`config.mk`:
```
export PLATFORM = sky130hd
export DESIGN_NAME = opamp_cmp_ctrl
export DESIGN_NICKNAME = d
export VERILOG_FILES = /design/src/hdl/opamp_cmp_pkg.sv /design/src/hdl/amp_ctl_if.sv /design/src/hdl/amp_switch_decode.sv /design/src/hdl/opamp_cmp_ctrl.sv
export VERILOG_INCLUDE_DIRS = /design/src /design/src/hdl
export SDC_FILE = /design/constraint.sdc
export NUM_CORES = 1
export LEC_CHECK = 0
export BUFFER_PORTS_ARGS = -buffer_cell sky130_fd_sc_hd__buf_4
export CAP_MARGIN = 40
export CORE_AREA = 3 3 119 98
export DETAILED_ROUTE_END_ITERATION = 7
export DIE_AREA = 0 0 122 101
export GPL_TIMING_DRIVEN = 0
export PLACE_DENSITY = 0.67
export REMOVE_ABC_BUFFERS = 1
export SLEW_MARGIN = 20
export SYNTH_ARGS = -nofsm -noshare
export SYNTH_HDL_FRONTEND = slang
export SYNTH_HIERARCHICAL = 1
export SYNTH_SLANG_ARGS = --single-unit
```
`constraint.sdc`:
```
create_clock -name sys_clk -period 1.4 [get_ports sys_clk]
set_clock_uncertainty 0.05 [all_clocks]
set_input_delay 0.28 -clock sys_clk [delete_from_list [all_inputs] [get_ports sys_clk]]
set_output_delay 0.28 -clock sys_clk [all_outputs]
set_load 0.005 [all_outputs]
```
`src/hdl/opamp_cmp_defs.svh`:
```
// Register offsets, field positions and reset values
`ifndef OPAMP_CMP_DEFS_SVH
`define OPAMP_CMP_DEFS_SVH
`define AMP1_CTRL_OFS 4'h0
`define AMP2_CTRL_OFS 4'h1
`define AMP3_CTRL_OFS 4'h2
`define MISC_CTRL_OFS 4'h3
`define CMP_CTRL_OFS 4'h4
`define PORTB_DATA_OFS 4'h5
`define PORTB_DIR_OFS 4'h6
`define PORTB_PULL_OFS 4'h7
`define IRQ_STAT_OFS 4'h8
`define IRQ_MASK_OFS 4'h9
`define LIVE_STAT_OFS 4'hA
`define CTL_EN_BIT 0
`define CTL_REF_BIT 1
`define CTL_OFM_BIT 2
`define CTL_TRIM_LSB 3
`define CTL_TRIM_MSB 6
`define MISC_GAIN_LSB 0
`define MISC_GAIN_MSB 2
`define MISC_COMPARATOR_OUTPUT_ENABLE_BIT 3
`define CTL_RST 8'h00
`define MISC_RST 8'h00
`define PORTB_DATA_RST 3'h0
`define PORTB_DIR_RST 3'h7
`define PORTB_PULL_RST 3'h0
`define IRQ_RST 4'h0
`define IRQ_CMP_BIT 0
`define IRQ_AMP_LSB 1
`define IRQ_AMP_MSB 3
`endif

```
`src/hdl/opamp_cmp_pkg.sv`:
```
// Shared types of the amplifier and comparator control block
package opamp_cmp_pkg;
  typedef logic [3:0] addr_t;
  typedef logic [7:0] byte_t;
  typedef logic [3:0] trim_t;
  typedef logic [2:0] gain_t;
endpackage : opamp_cmp_pkg

```
`src/hdl/amp_ctl_if.sv`:
```
// Control bits in, analog switch settings out, for one amplifier or the comparator
`timescale 1ns/1ps
interface amp_ctl_if;
  logic enable;
  logic ref_sel;
  logic offset_mode;
  opamp_cmp_pkg::trim_t trim;
  logic en_out;
  logic sw_first;
  logic sw_second;
  logic sw_short;
  opamp_cmp_pkg::trim_t trim_out;
  modport src (output enable, ref_sel, offset_mode, trim,
    input en_out, sw_first, sw_second, sw_short, trim_out);
  modport dec (input enable, ref_sel, offset_mode, trim,
    output en_out, sw_first, sw_second, sw_short, trim_out);
endinterface : amp_ctl_if

```
`src/hdl/amp_switch_decode.sv`:
```
// Registered switch decode for one amplifier or the comparator
`timescale 1ns/1ps
module amp_switch_decode (
  // Clock and reset
  input wire logic sys_clk,
  input wire logic resetn,
  // Control bits and switch settings
  amp_ctl_if.dec ctl
);
  wire close_first;
  wire close_second;

  // Normal mode closes both inputs; offset mode keeps only the reference side
  assign close_first = ~ctl.offset_mode | ctl.ref_sel;
  assign close_second = ~ctl.offset_mode | ~ctl.ref_sel;

  always_ff @(posedge sys_clk or negedge resetn) begin
    if (!resetn) begin
      ctl.en_out <= 1'b0;
      ctl.sw_first <= 1'b1;
      ctl.sw_second <= 1'b1;
      ctl.sw_short <= 1'b0;
      ctl.trim_out <= 4'h0;
    end else begin
      ctl.en_out <= ctl.enable;
      ctl.sw_first <= close_first;
      ctl.sw_second <= close_second;
      ctl.sw_short <= ctl.offset_mode;
      ctl.trim_out <= ctl.trim;
    end
  end
endmodule : amp_switch_decode

```
`src/hdl/opamp_cmp_ctrl.sv`:
```
// Amplifier, bias, comparator and shared port pin control with register port
`timescale 1ns/1ps
`include "opamp_cmp_defs.svh"
module opamp_cmp_ctrl (
  // Clock and reset
  input wire logic sys_clk,
  input wire logic resetn,
  // Register port
  input wire opamp_cmp_pkg::addr_t reg_addr,
  input wire opamp_cmp_pkg::byte_t reg_wdata,
  input wire logic reg_wr,
  input wire logic reg_rd,
  output opamp_cmp_pkg::byte_t reg_rdata,
  // Configuration option
  input wire logic bias_internal_opt,
  // Analog amplifiers
  input wire logic [2:0] amp_out_status,
  output logic [2:0] amp_enable,
  output logic [2:0] amp_sw_first,
  output logic [2:0] amp_sw_second,
  output logic [2:0] amp_sw_short,
  output logic [11:0] amp_trim,
  output opamp_cmp_pkg::gain_t amp2_gain,
  output logic bias_sw_close,
  // Analog comparator
  input wire logic comp_out,
  output logic cmp_enable,
  output logic cmp_sw_first,
  output logic cmp_sw_second,
  output logic cmp_sw_short,
  output opamp_cmp_pkg::trim_t cmp_trim,
  // Shared port B lines
  input wire logic [2:0] port_b_in,
  output logic [2:0] port_b_out,
  output logic [2:0] port_b_oe,
  output logic [2:0] port_b_pullup,
  // Interrupt
  output logic irq
);
  // Index 0..2 amplifiers, index 3 comparator
  opamp_cmp_pkg::byte_t ctl_ff [0:3];
  opamp_cmp_pkg::byte_t misc_ff;
  logic [2:0] pb_data_ff;
  logic [2:0] pb_dir_ff;
  logic [2:0] pb_pull_ff;
  logic [3:0] irq_stat_ff;
  logic [3:0] irq_mask_ff;
  logic [3:0] nxt_irq_stat;
  logic irq_ff;
  logic bias_int_ff;
  logic captured_ff;
  logic bias_sw_ff;
  logic comp_prev_ff;
  logic [2:0] amp_prev_ff;
  opamp_cmp_pkg::gain_t gain_ff;
  logic [2:0] pb_out_ff;
  logic [2:0] pb_oe_ff;
  logic [2:0] pb_pull_out_ff;
  opamp_cmp_pkg::byte_t rdata_ff;
  opamp_cmp_pkg::byte_t rd_mux;

  wire wr_misc;
  wire wr_pb_data;
  wire wr_pb_dir;
  wire wr_pb_pull;
  wire wr_mask;
  wire rd_stat;
  wire [3:0] wr_ctl;
  wire cmp_en;
  wire cout_en;
  wire cout_drive;
  wire pb01_off;
  wire any_amp_en;
  wire cmp_event;
  wire [2:0] amp_event;
  wire [3:0] events;
  wire [2:0] pb_read;

  assign wr_ctl[0] = reg_wr && (reg_addr == `AMP1_CTRL_OFS);
  assign wr_ctl[1] = reg_wr && (reg_addr == `AMP2_CTRL_OFS);
  assign wr_ctl[2] = reg_wr && (reg_addr == `AMP3_CTRL_OFS);
  assign wr_ctl[3] = reg_wr && (reg_addr == `CMP_CTRL_OFS);
  assign wr_misc = reg_wr && (reg_addr == `MISC_CTRL_OFS);
  assign wr_pb_data = reg_wr && (reg_addr == `PORTB_DATA_OFS);
  assign wr_pb_dir = reg_wr && (reg_addr == `PORTB_DIR_OFS);
  assign wr_pb_pull = reg_wr && (reg_addr == `PORTB_PULL_OFS);
  assign wr_mask = reg_wr && (reg_addr == `IRQ_MASK_OFS);
  assign rd_stat = reg_rd && (reg_addr == `IRQ_STAT_OFS);

  assign cmp_en = ctl_ff[3][`CTL_EN_BIT];
  assign cout_en = misc_ff[`MISC_COMPARATOR_OUTPUT_ENABLE_BIT];
  assign cout_drive = cmp_en && cout_en;
  // Output enable alone already frees the two input pins
  assign pb01_off = cmp_en || cout_en;
  assign any_amp_en = ctl_ff[0][`CTL_EN_BIT] || ctl_ff[1][`CTL_EN_BIT]
    || ctl_ff[2][`CTL_EN_BIT];

  // Edge detect only while enabled, so a disabled comparator raises nothing
  assign cmp_event = cmp_en && (comp_out != comp_prev_ff);
  // Output flips show when a trim step crossed the offset
  assign amp_event = amp_out_status ^ amp_prev_ff;
  assign events = {amp_event, cmp_event};
  // Set beats the read that clears
  assign nxt_irq_stat = (rd_stat ? 4'h0 : irq_stat_ff) | events;

  // Reading the third line returns the comparator state when it drives it
  assign pb_read[1:0] = pb01_off ? 2'b00 : port_b_in[1:0];
  assign pb_read[2] = cout_drive ? comp_prev_ff : port_b_in[2];

  always_comb begin
    if (reg_addr == `AMP1_CTRL_OFS) begin
      rd_mux = ctl_ff[0];
    end else if (reg_addr == `AMP2_CTRL_OFS) begin
      rd_mux = ctl_ff[1];
    end else if (reg_addr == `AMP3_CTRL_OFS) begin
      rd_mux = ctl_ff[2];
    end else if (reg_addr == `MISC_CTRL_OFS) begin
      rd_mux = misc_ff;
    end else if (reg_addr == `CMP_CTRL_OFS) begin
      rd_mux = ctl_ff[3];
    end else if (reg_addr == `PORTB_DATA_OFS) begin
      rd_mux = {5'h00, pb_read};
    end else if (reg_addr == `PORTB_DIR_OFS) begin
      rd_mux = {5'h00, pb_dir_ff};
    end else if (reg_addr == `PORTB_PULL_OFS) begin
      rd_mux = {5'h00, pb_pull_ff};
    end else if (reg_addr == `IRQ_STAT_OFS) begin
      rd_mux = {4'h0, irq_stat_ff};
    end else if (reg_addr == `IRQ_MASK_OFS) begin
      rd_mux = {4'h0, irq_mask_ff};
    end else if (reg_addr == `LIVE_STAT_OFS) begin
      rd_mux = {2'h0, amp_prev_ff, comp_prev_ff, bias_sw_ff, bias_int_ff};
    end else begin
      rd_mux = 8'h00;
    end
  end

  // One copy of the switch decode per amplifier plus the comparator
  amp_ctl_if ctl [4] ();
  genvar gi;
  generate
    for (gi = 0; gi < 4; gi++) begin : g_chan
      always_ff @(posedge sys_clk or negedge resetn) begin
        if (!resetn) begin
          ctl_ff[gi] <= `CTL_RST;
        end else if (wr_ctl[gi]) begin
          ctl_ff[gi] <= reg_wdata;
        end
      end
      assign ctl[gi].enable = ctl_ff[gi][`CTL_EN_BIT];
      assign ctl[gi].ref_sel = ctl_ff[gi][`CTL_REF_BIT];
      assign ctl[gi].offset_mode = ctl_ff[gi][`CTL_OFM_BIT];
      assign ctl[gi].trim = ctl_ff[gi][`CTL_TRIM_MSB:`CTL_TRIM_LSB];
      amp_switch_decode amp_switch_decode_i (
        .sys_clk(sys_clk),
        .resetn(resetn),
        .ctl(ctl[gi].dec)
      );

      if (gi < 3) begin : g_amp
        assign amp_enable[gi] = ctl[gi].en_out;
        assign amp_sw_first[gi] = ctl[gi].sw_first;
        assign amp_sw_second[gi] = ctl[gi].sw_second;
        assign amp_sw_short[gi] = ctl[gi].sw_short;
        assign amp_trim[gi*4 +: 4] = ctl[gi].trim_out;
      end
    end
  endgenerate

  assign cmp_enable = ctl[3].en_out;
  assign cmp_sw_first = ctl[3].sw_first;
  assign cmp_sw_second = ctl[3].sw_second;
  assign cmp_sw_short = ctl[3].sw_short;
  assign cmp_trim = ctl[3].trim_out;

  always_ff @(posedge sys_clk or negedge resetn) begin
    if (!resetn) begin
      misc_ff <= `MISC_RST;
      pb_data_ff <= `PORTB_DATA_RST;
      pb_dir_ff <= `PORTB_DIR_RST;
      pb_pull_ff <= `PORTB_PULL_RST;
      irq_mask_ff <= `IRQ_RST;
    end else begin
      if (wr_misc) misc_ff <= reg_wdata;
      if (wr_pb_data) pb_data_ff <= reg_wdata[2:0];
      if (wr_pb_dir) pb_dir_ff <= reg_wdata[2:0];
      if (wr_pb_pull) pb_pull_ff <= reg_wdata[2:0];
      if (wr_mask) irq_mask_ff <= reg_wdata[3:0];
    end
  end

  // Option is a strap: take it once after release, never follow it
  always_ff @(posedge sys_clk or negedge resetn) begin
    if (!resetn) begin
      captured_ff <= 1'b0;
      bias_int_ff <= 1'b0;
    end else if (!captured_ff) begin
      captured_ff <= 1'b1;
      bias_int_ff <= bias_internal_opt;
    end
  end

  always_ff @(posedge sys_clk or negedge resetn) begin
    if (!resetn) begin
      bias_sw_ff <= 1'b0;
      gain_ff <= 3'h0;
      comp_prev_ff <= 1'b0;
      amp_prev_ff <= 3'h0;
      irq_stat_ff <= `IRQ_RST;
      irq_ff <= 1'b0;
      rdata_ff <= 8'h00;
    end else begin
      bias_sw_ff <= bias_int_ff && any_amp_en;
      gain_ff <= misc_ff[`MISC_GAIN_MSB:`MISC_GAIN_LSB];
      comp_prev_ff <= comp_out;
      amp_prev_ff <= amp_out_status;
      irq_stat_ff <= nxt_irq_stat;
      irq_ff <= |(irq_stat_ff & irq_mask_ff);
      rdata_ff <= reg_rd ? rd_mux : 8'h00;
    end
  end

  // Pin drive; lines 0-1 lose port driver and pull-ups under comparator use, line 2 only when the output is enabled
  always_ff @(posedge sys_clk or negedge resetn) begin
    if (!resetn) begin
      pb_out_ff <= 3'h0;
      pb_oe_ff <= 3'h0;
      pb_pull_out_ff <= 3'h0;
    end else begin
      pb_out_ff[1:0] <= pb01_off ? 2'b00 : pb_data_ff[1:0];
      pb_oe_ff[1:0] <= pb01_off ? 2'b00 : ~pb_dir_ff[1:0];
      pb_pull_out_ff[1:0] <= pb01_off ? 2'b00 : pb_pull_ff[1:0];
      pb_out_ff[2] <= cout_en ? comp_out : pb_data_ff[2];
      pb_oe_ff[2] <= cout_en ? cmp_en : ~pb_dir_ff[2];
      pb_pull_out_ff[2] <= cout_en ? 1'b0 : pb_pull_ff[2];
    end
  end

  assign amp2_gain = gain_ff;
  assign bias_sw_close = bias_sw_ff;
  assign port_b_out = pb_out_ff;
  assign port_b_oe = pb_oe_ff;
  assign port_b_pullup = pb_pull_out_ff;
  assign irq = irq_ff;
  assign reg_rdata = rdata_ff;
endmodule : opamp_cmp_ctrl

```
==> flow_summary_export.csv <==
group,metric,value,unit
cts,clk_pin_slew_worst_paths,0.05,ns
worst_hold_path,hp-start,"bias_internal_opt",
pwr,peakVddDrop,0.000877,V
worst_hold_path,hold_path_depth,2,
timing,fmax,0.702,GHz
critical_path,critPathLaunchType,"flop",
detailed_routing,vias_per_cell,5.21,
synthesis,synth_compound_area_share,7.96,%
cts,clk_latency,0.40,ns
worst_hold_path,min_to,"bias_int_ff",
critical_path,path_cells,"buf_6 > nand2_2 > mux2i_1 > nor3_1 > a31oi_1 > a31oi_1",
cts,cts.sinks,117,
detailed_routing,drc,0,
critical_path,rr_worst_depth,6,
critical_path,crit_type,"flop to flop",
grt,grt_max_degree,62,
grt,grt_overflow,0,
place,gp_congestion,0.811,
outcome,violations,"setup timing",
synthesis,synth-async-reset-ratio,100,%
flow_run,cap_violations,0,
floorplan,dieArea,12300,µm²
synthesis,synth_area,4700,µm²
pwr,power.density,1740,nW/µm²
timing,fin_tns_setup,-0.0250,ns
floorplan,die_h,101,µm
synthesis,synth_cells,345,
cells_and_area,num-nets-final,453,
place,place_inst,541,
detailed_routing,wl_per_cell,18.5,µm
synthesis,synthDistinctLibCells,50,
cts,htree_levels,4,
timing,holdWs,0.0645,ns
synthesis,synth_edf_count,0,
critical_path,crit_path_frequent_cell,"a31oi_1",
detailed_routing,ant_nets,0,
detailed_routing,wl,10800,µm
timing,grt_setup_unrepaired,"true",
cells_and_area,final_cells,586,
cells_and_area,syn_to_final_growth,29.9,%
timing,period_minus_slack,1.43,ns
critical_path,r2r_start,"misc_ff[3]",
critical_path,worstPathRequired,1.61,ns
synthesis,synth_warnings,6,
critical_path,critPathSlowestCell,"dfrtp_2",
cts,clockBufferDepth,2,
critical_path,regToRegSetupSlack,-0.03,ns
cts,cts_tree,"yes",
detailed_routing,vias,3052,
timing,period_share,102,%
detailed_routing,dr.pass1.iters,4,
grt,grt_util_all_layers,18.9,%
synthesis,synth-simple-area-share,9.03,%
cts,cts_buffers,17,
cells_and_area,insertedDiodeCount,0,
synthesis,synth_xor_area_share,0.745,%
synthesis,yosys-mux-area-fraction,15.4,%
critical_path,cpPeakStageDelay,0.45,ns
timing,slew_viol_final,0,
place,detailed_place_hpwl,6950,µm
outcome,status,"finished with violations",
synthesis,synth_top_family_by_area,"multiplexers",
synthesis,syn_avg_cell_area,13.6,µm²
grt,grt_pass1_vias,3138,
critical_path,cp.arrival,1.63,ns
floorplan,initial_core_util,44.0,%
synthesis,synthAdderAreaFrac,0,%
floorplan,die_w,122,µm
critical_path,regToRegEndpoint,"reg_rdata[2]",
worst_hold_path,hold_path.class,"input port to flop",
floorplan,rows,34,
detailed_routing,drtIter0Drc,245,
cells_and_area,drive_gt1_share,46.8,%
place,pre_cts_ws,-0.888,ns
floorplan,io_pins,78,
critical_path,critPathCaptureType,"flop",
floorplan,core_area,10700,µm²
grt,antenna_found_initial,0,
synthesis,ys.flop_type,"dfrtp_1",
timing,setup_viol,1,
place,io_buffers,77,
grt,grt_pass1_wl,17400,µm
critical_path,cp_max_fo,3,
synthesis,synth-seq-cells,117,
timing,fin_ws,-0.0250,ns
timing,finalHoldViolCount,0,
cts,root_buffer,"clkbuf_16",
pwr,cellLeakagePower,0.00277,µW
synthesis,seq_area_frac_synth,62.6,%
[kinds of logic after synthesis]
kind of cell,Yosys count
buffers and inverters,31
AND/OR/NAND/NOR,76
AO/OA/AOI/OAI,52
XOR/XNOR,4
multiplexers,64
other,1
flip-flops,117
[flip-flops by register name (all words and copies together) (netlist names), 8 cells and up]
| signal | flops |
|---|---|
| ctl.trim | 16 |
| g_chan.amp_switch_decode_i/ctl.trim_out | 16 |
| misc_ff | 8 |
| reg_rdata | 8 |
[stage by stage]
stage	instance area [µm²]	utilization, %	total power, µW
2_1_floorplan	4520	-	5160
3_3_place_gp	5280	49.4	6040
3_5_place_dp	5310	49.7	6110
4_1_cts	6060	56.8	10700
5_1_grt	6100	57.2	11100
6_report	6100	57.2	10600
[worst max-delay path, delay by kind of cell (launching register included)]
family,cells,cell delay (ns)
simple gates,2,0.11
buf+inv,1,0.14
compound gates,2,0.30
mux,1,0.22
flops,1,0.45
[cell type report]
cell class | instances | area (µm²)
Clock inverter | 8 | 121
Clock buffer | 24 | 492
Inverter | 5 | 18.8
Fill cell | 870 | 4570
Tap cell | 144 | 180
Sequential cell | 117 | 2940
Timing Repair Buffer | 91 | 727
Multi-Input combinational cell | 197 | 1620
[cells in the final DEF, fill, tap and decap left out, types with 2 or more instances in the layout]
cell and instances:
nor2b_1 4, nor2_4 4, a32oi_1 2, a22oi_1 3, a21oi_2 2, a41o_1 2, a221oi_1 4, nor2_1 7
mux2_2 56, buf_6 3, nor2b_2 2, bufinv_16 3, clkinv_2 3, and2_1 4, dfrtp_1 104, mux2i_1 7
inv_1 5, dfrtp_2 2, clkbuf_16 17, nand2b_1 10, nor3_1 4, nand2_2 2, o211ai_1 3, a21oi_1 6
buf_4 82, nand3_1 8, dfstp_2 11, xnor2_1 4, dlygate4sd3_1 5, nand2_1 22, o21ai_0 11, a31oi_1 3
clkbuf_8 4, clkbuf_1 3
[cells in the mapped netlist (7+ instances only)]
library cell | instances | area [µm²]
a21oi_1 | 8 | 40.0
buf_4 | 16 | 120
dfrtp_1 | 106 | 2650
dfstp_2 | 11 | 289
mux2_2 | 56 | 631
mux2i_1 | 7 | 70.1
nand2_1 | 23 | 86.3
nand2b_1 | 10 | 62.6
nand3_1 | 8 | 40.0
nor2_1 | 9 | 33.8
nor2b_1 | 7 | 43.8
o21ai_0 | 11 | 55.1
[worst max-delay path by stage]
stage	end	cells past startpoint	startpoint	slack (ns)
floorplan	reg_rdata[0]	5	misc_ff[3]	-0.07
global placement	ctl_ff[15]	4	reg_addr[1]	-0.84
detailed placement	ctl[2].trim[0]	4	reg_addr[1]	-0.89
CTS	reg_rdata[2]	6	misc_ff[3]	-0.02
global route	reg_rdata[2]	6	misc_ff[3]	-0.10
finish	reg_rdata[2]	6	misc_ff[3]	-0.03
[routing by layer]
metal	wire (µm)	GRT usage (%)	vias to the layer above
met5	0	0	-
met4	125	5.51	0
met3	648	6.40	10
met2	5210	28.9	91
met1	4830	25.7	1567
li1	-	-	1384
[power by group]
group / leakage [µW] / internal (µW) / switching (µW)
sequential: 0.00141 / 4130 / 445
combinational: 0.00105 / 973 / 653
clock: 0.000300 / 2980 / 1440
[repair_timing]
item                                    4_1_cts  5_1_grt
hold endpoints to repair                     49        0
gates resized for setup                      13        7
endpoints found under the setup margin       36       12
buffers inserted                              6        2
pin swaps                                     5        8
hold buffers                                  5        0
No activity file was read; power rests on OpenSTA's default activity.
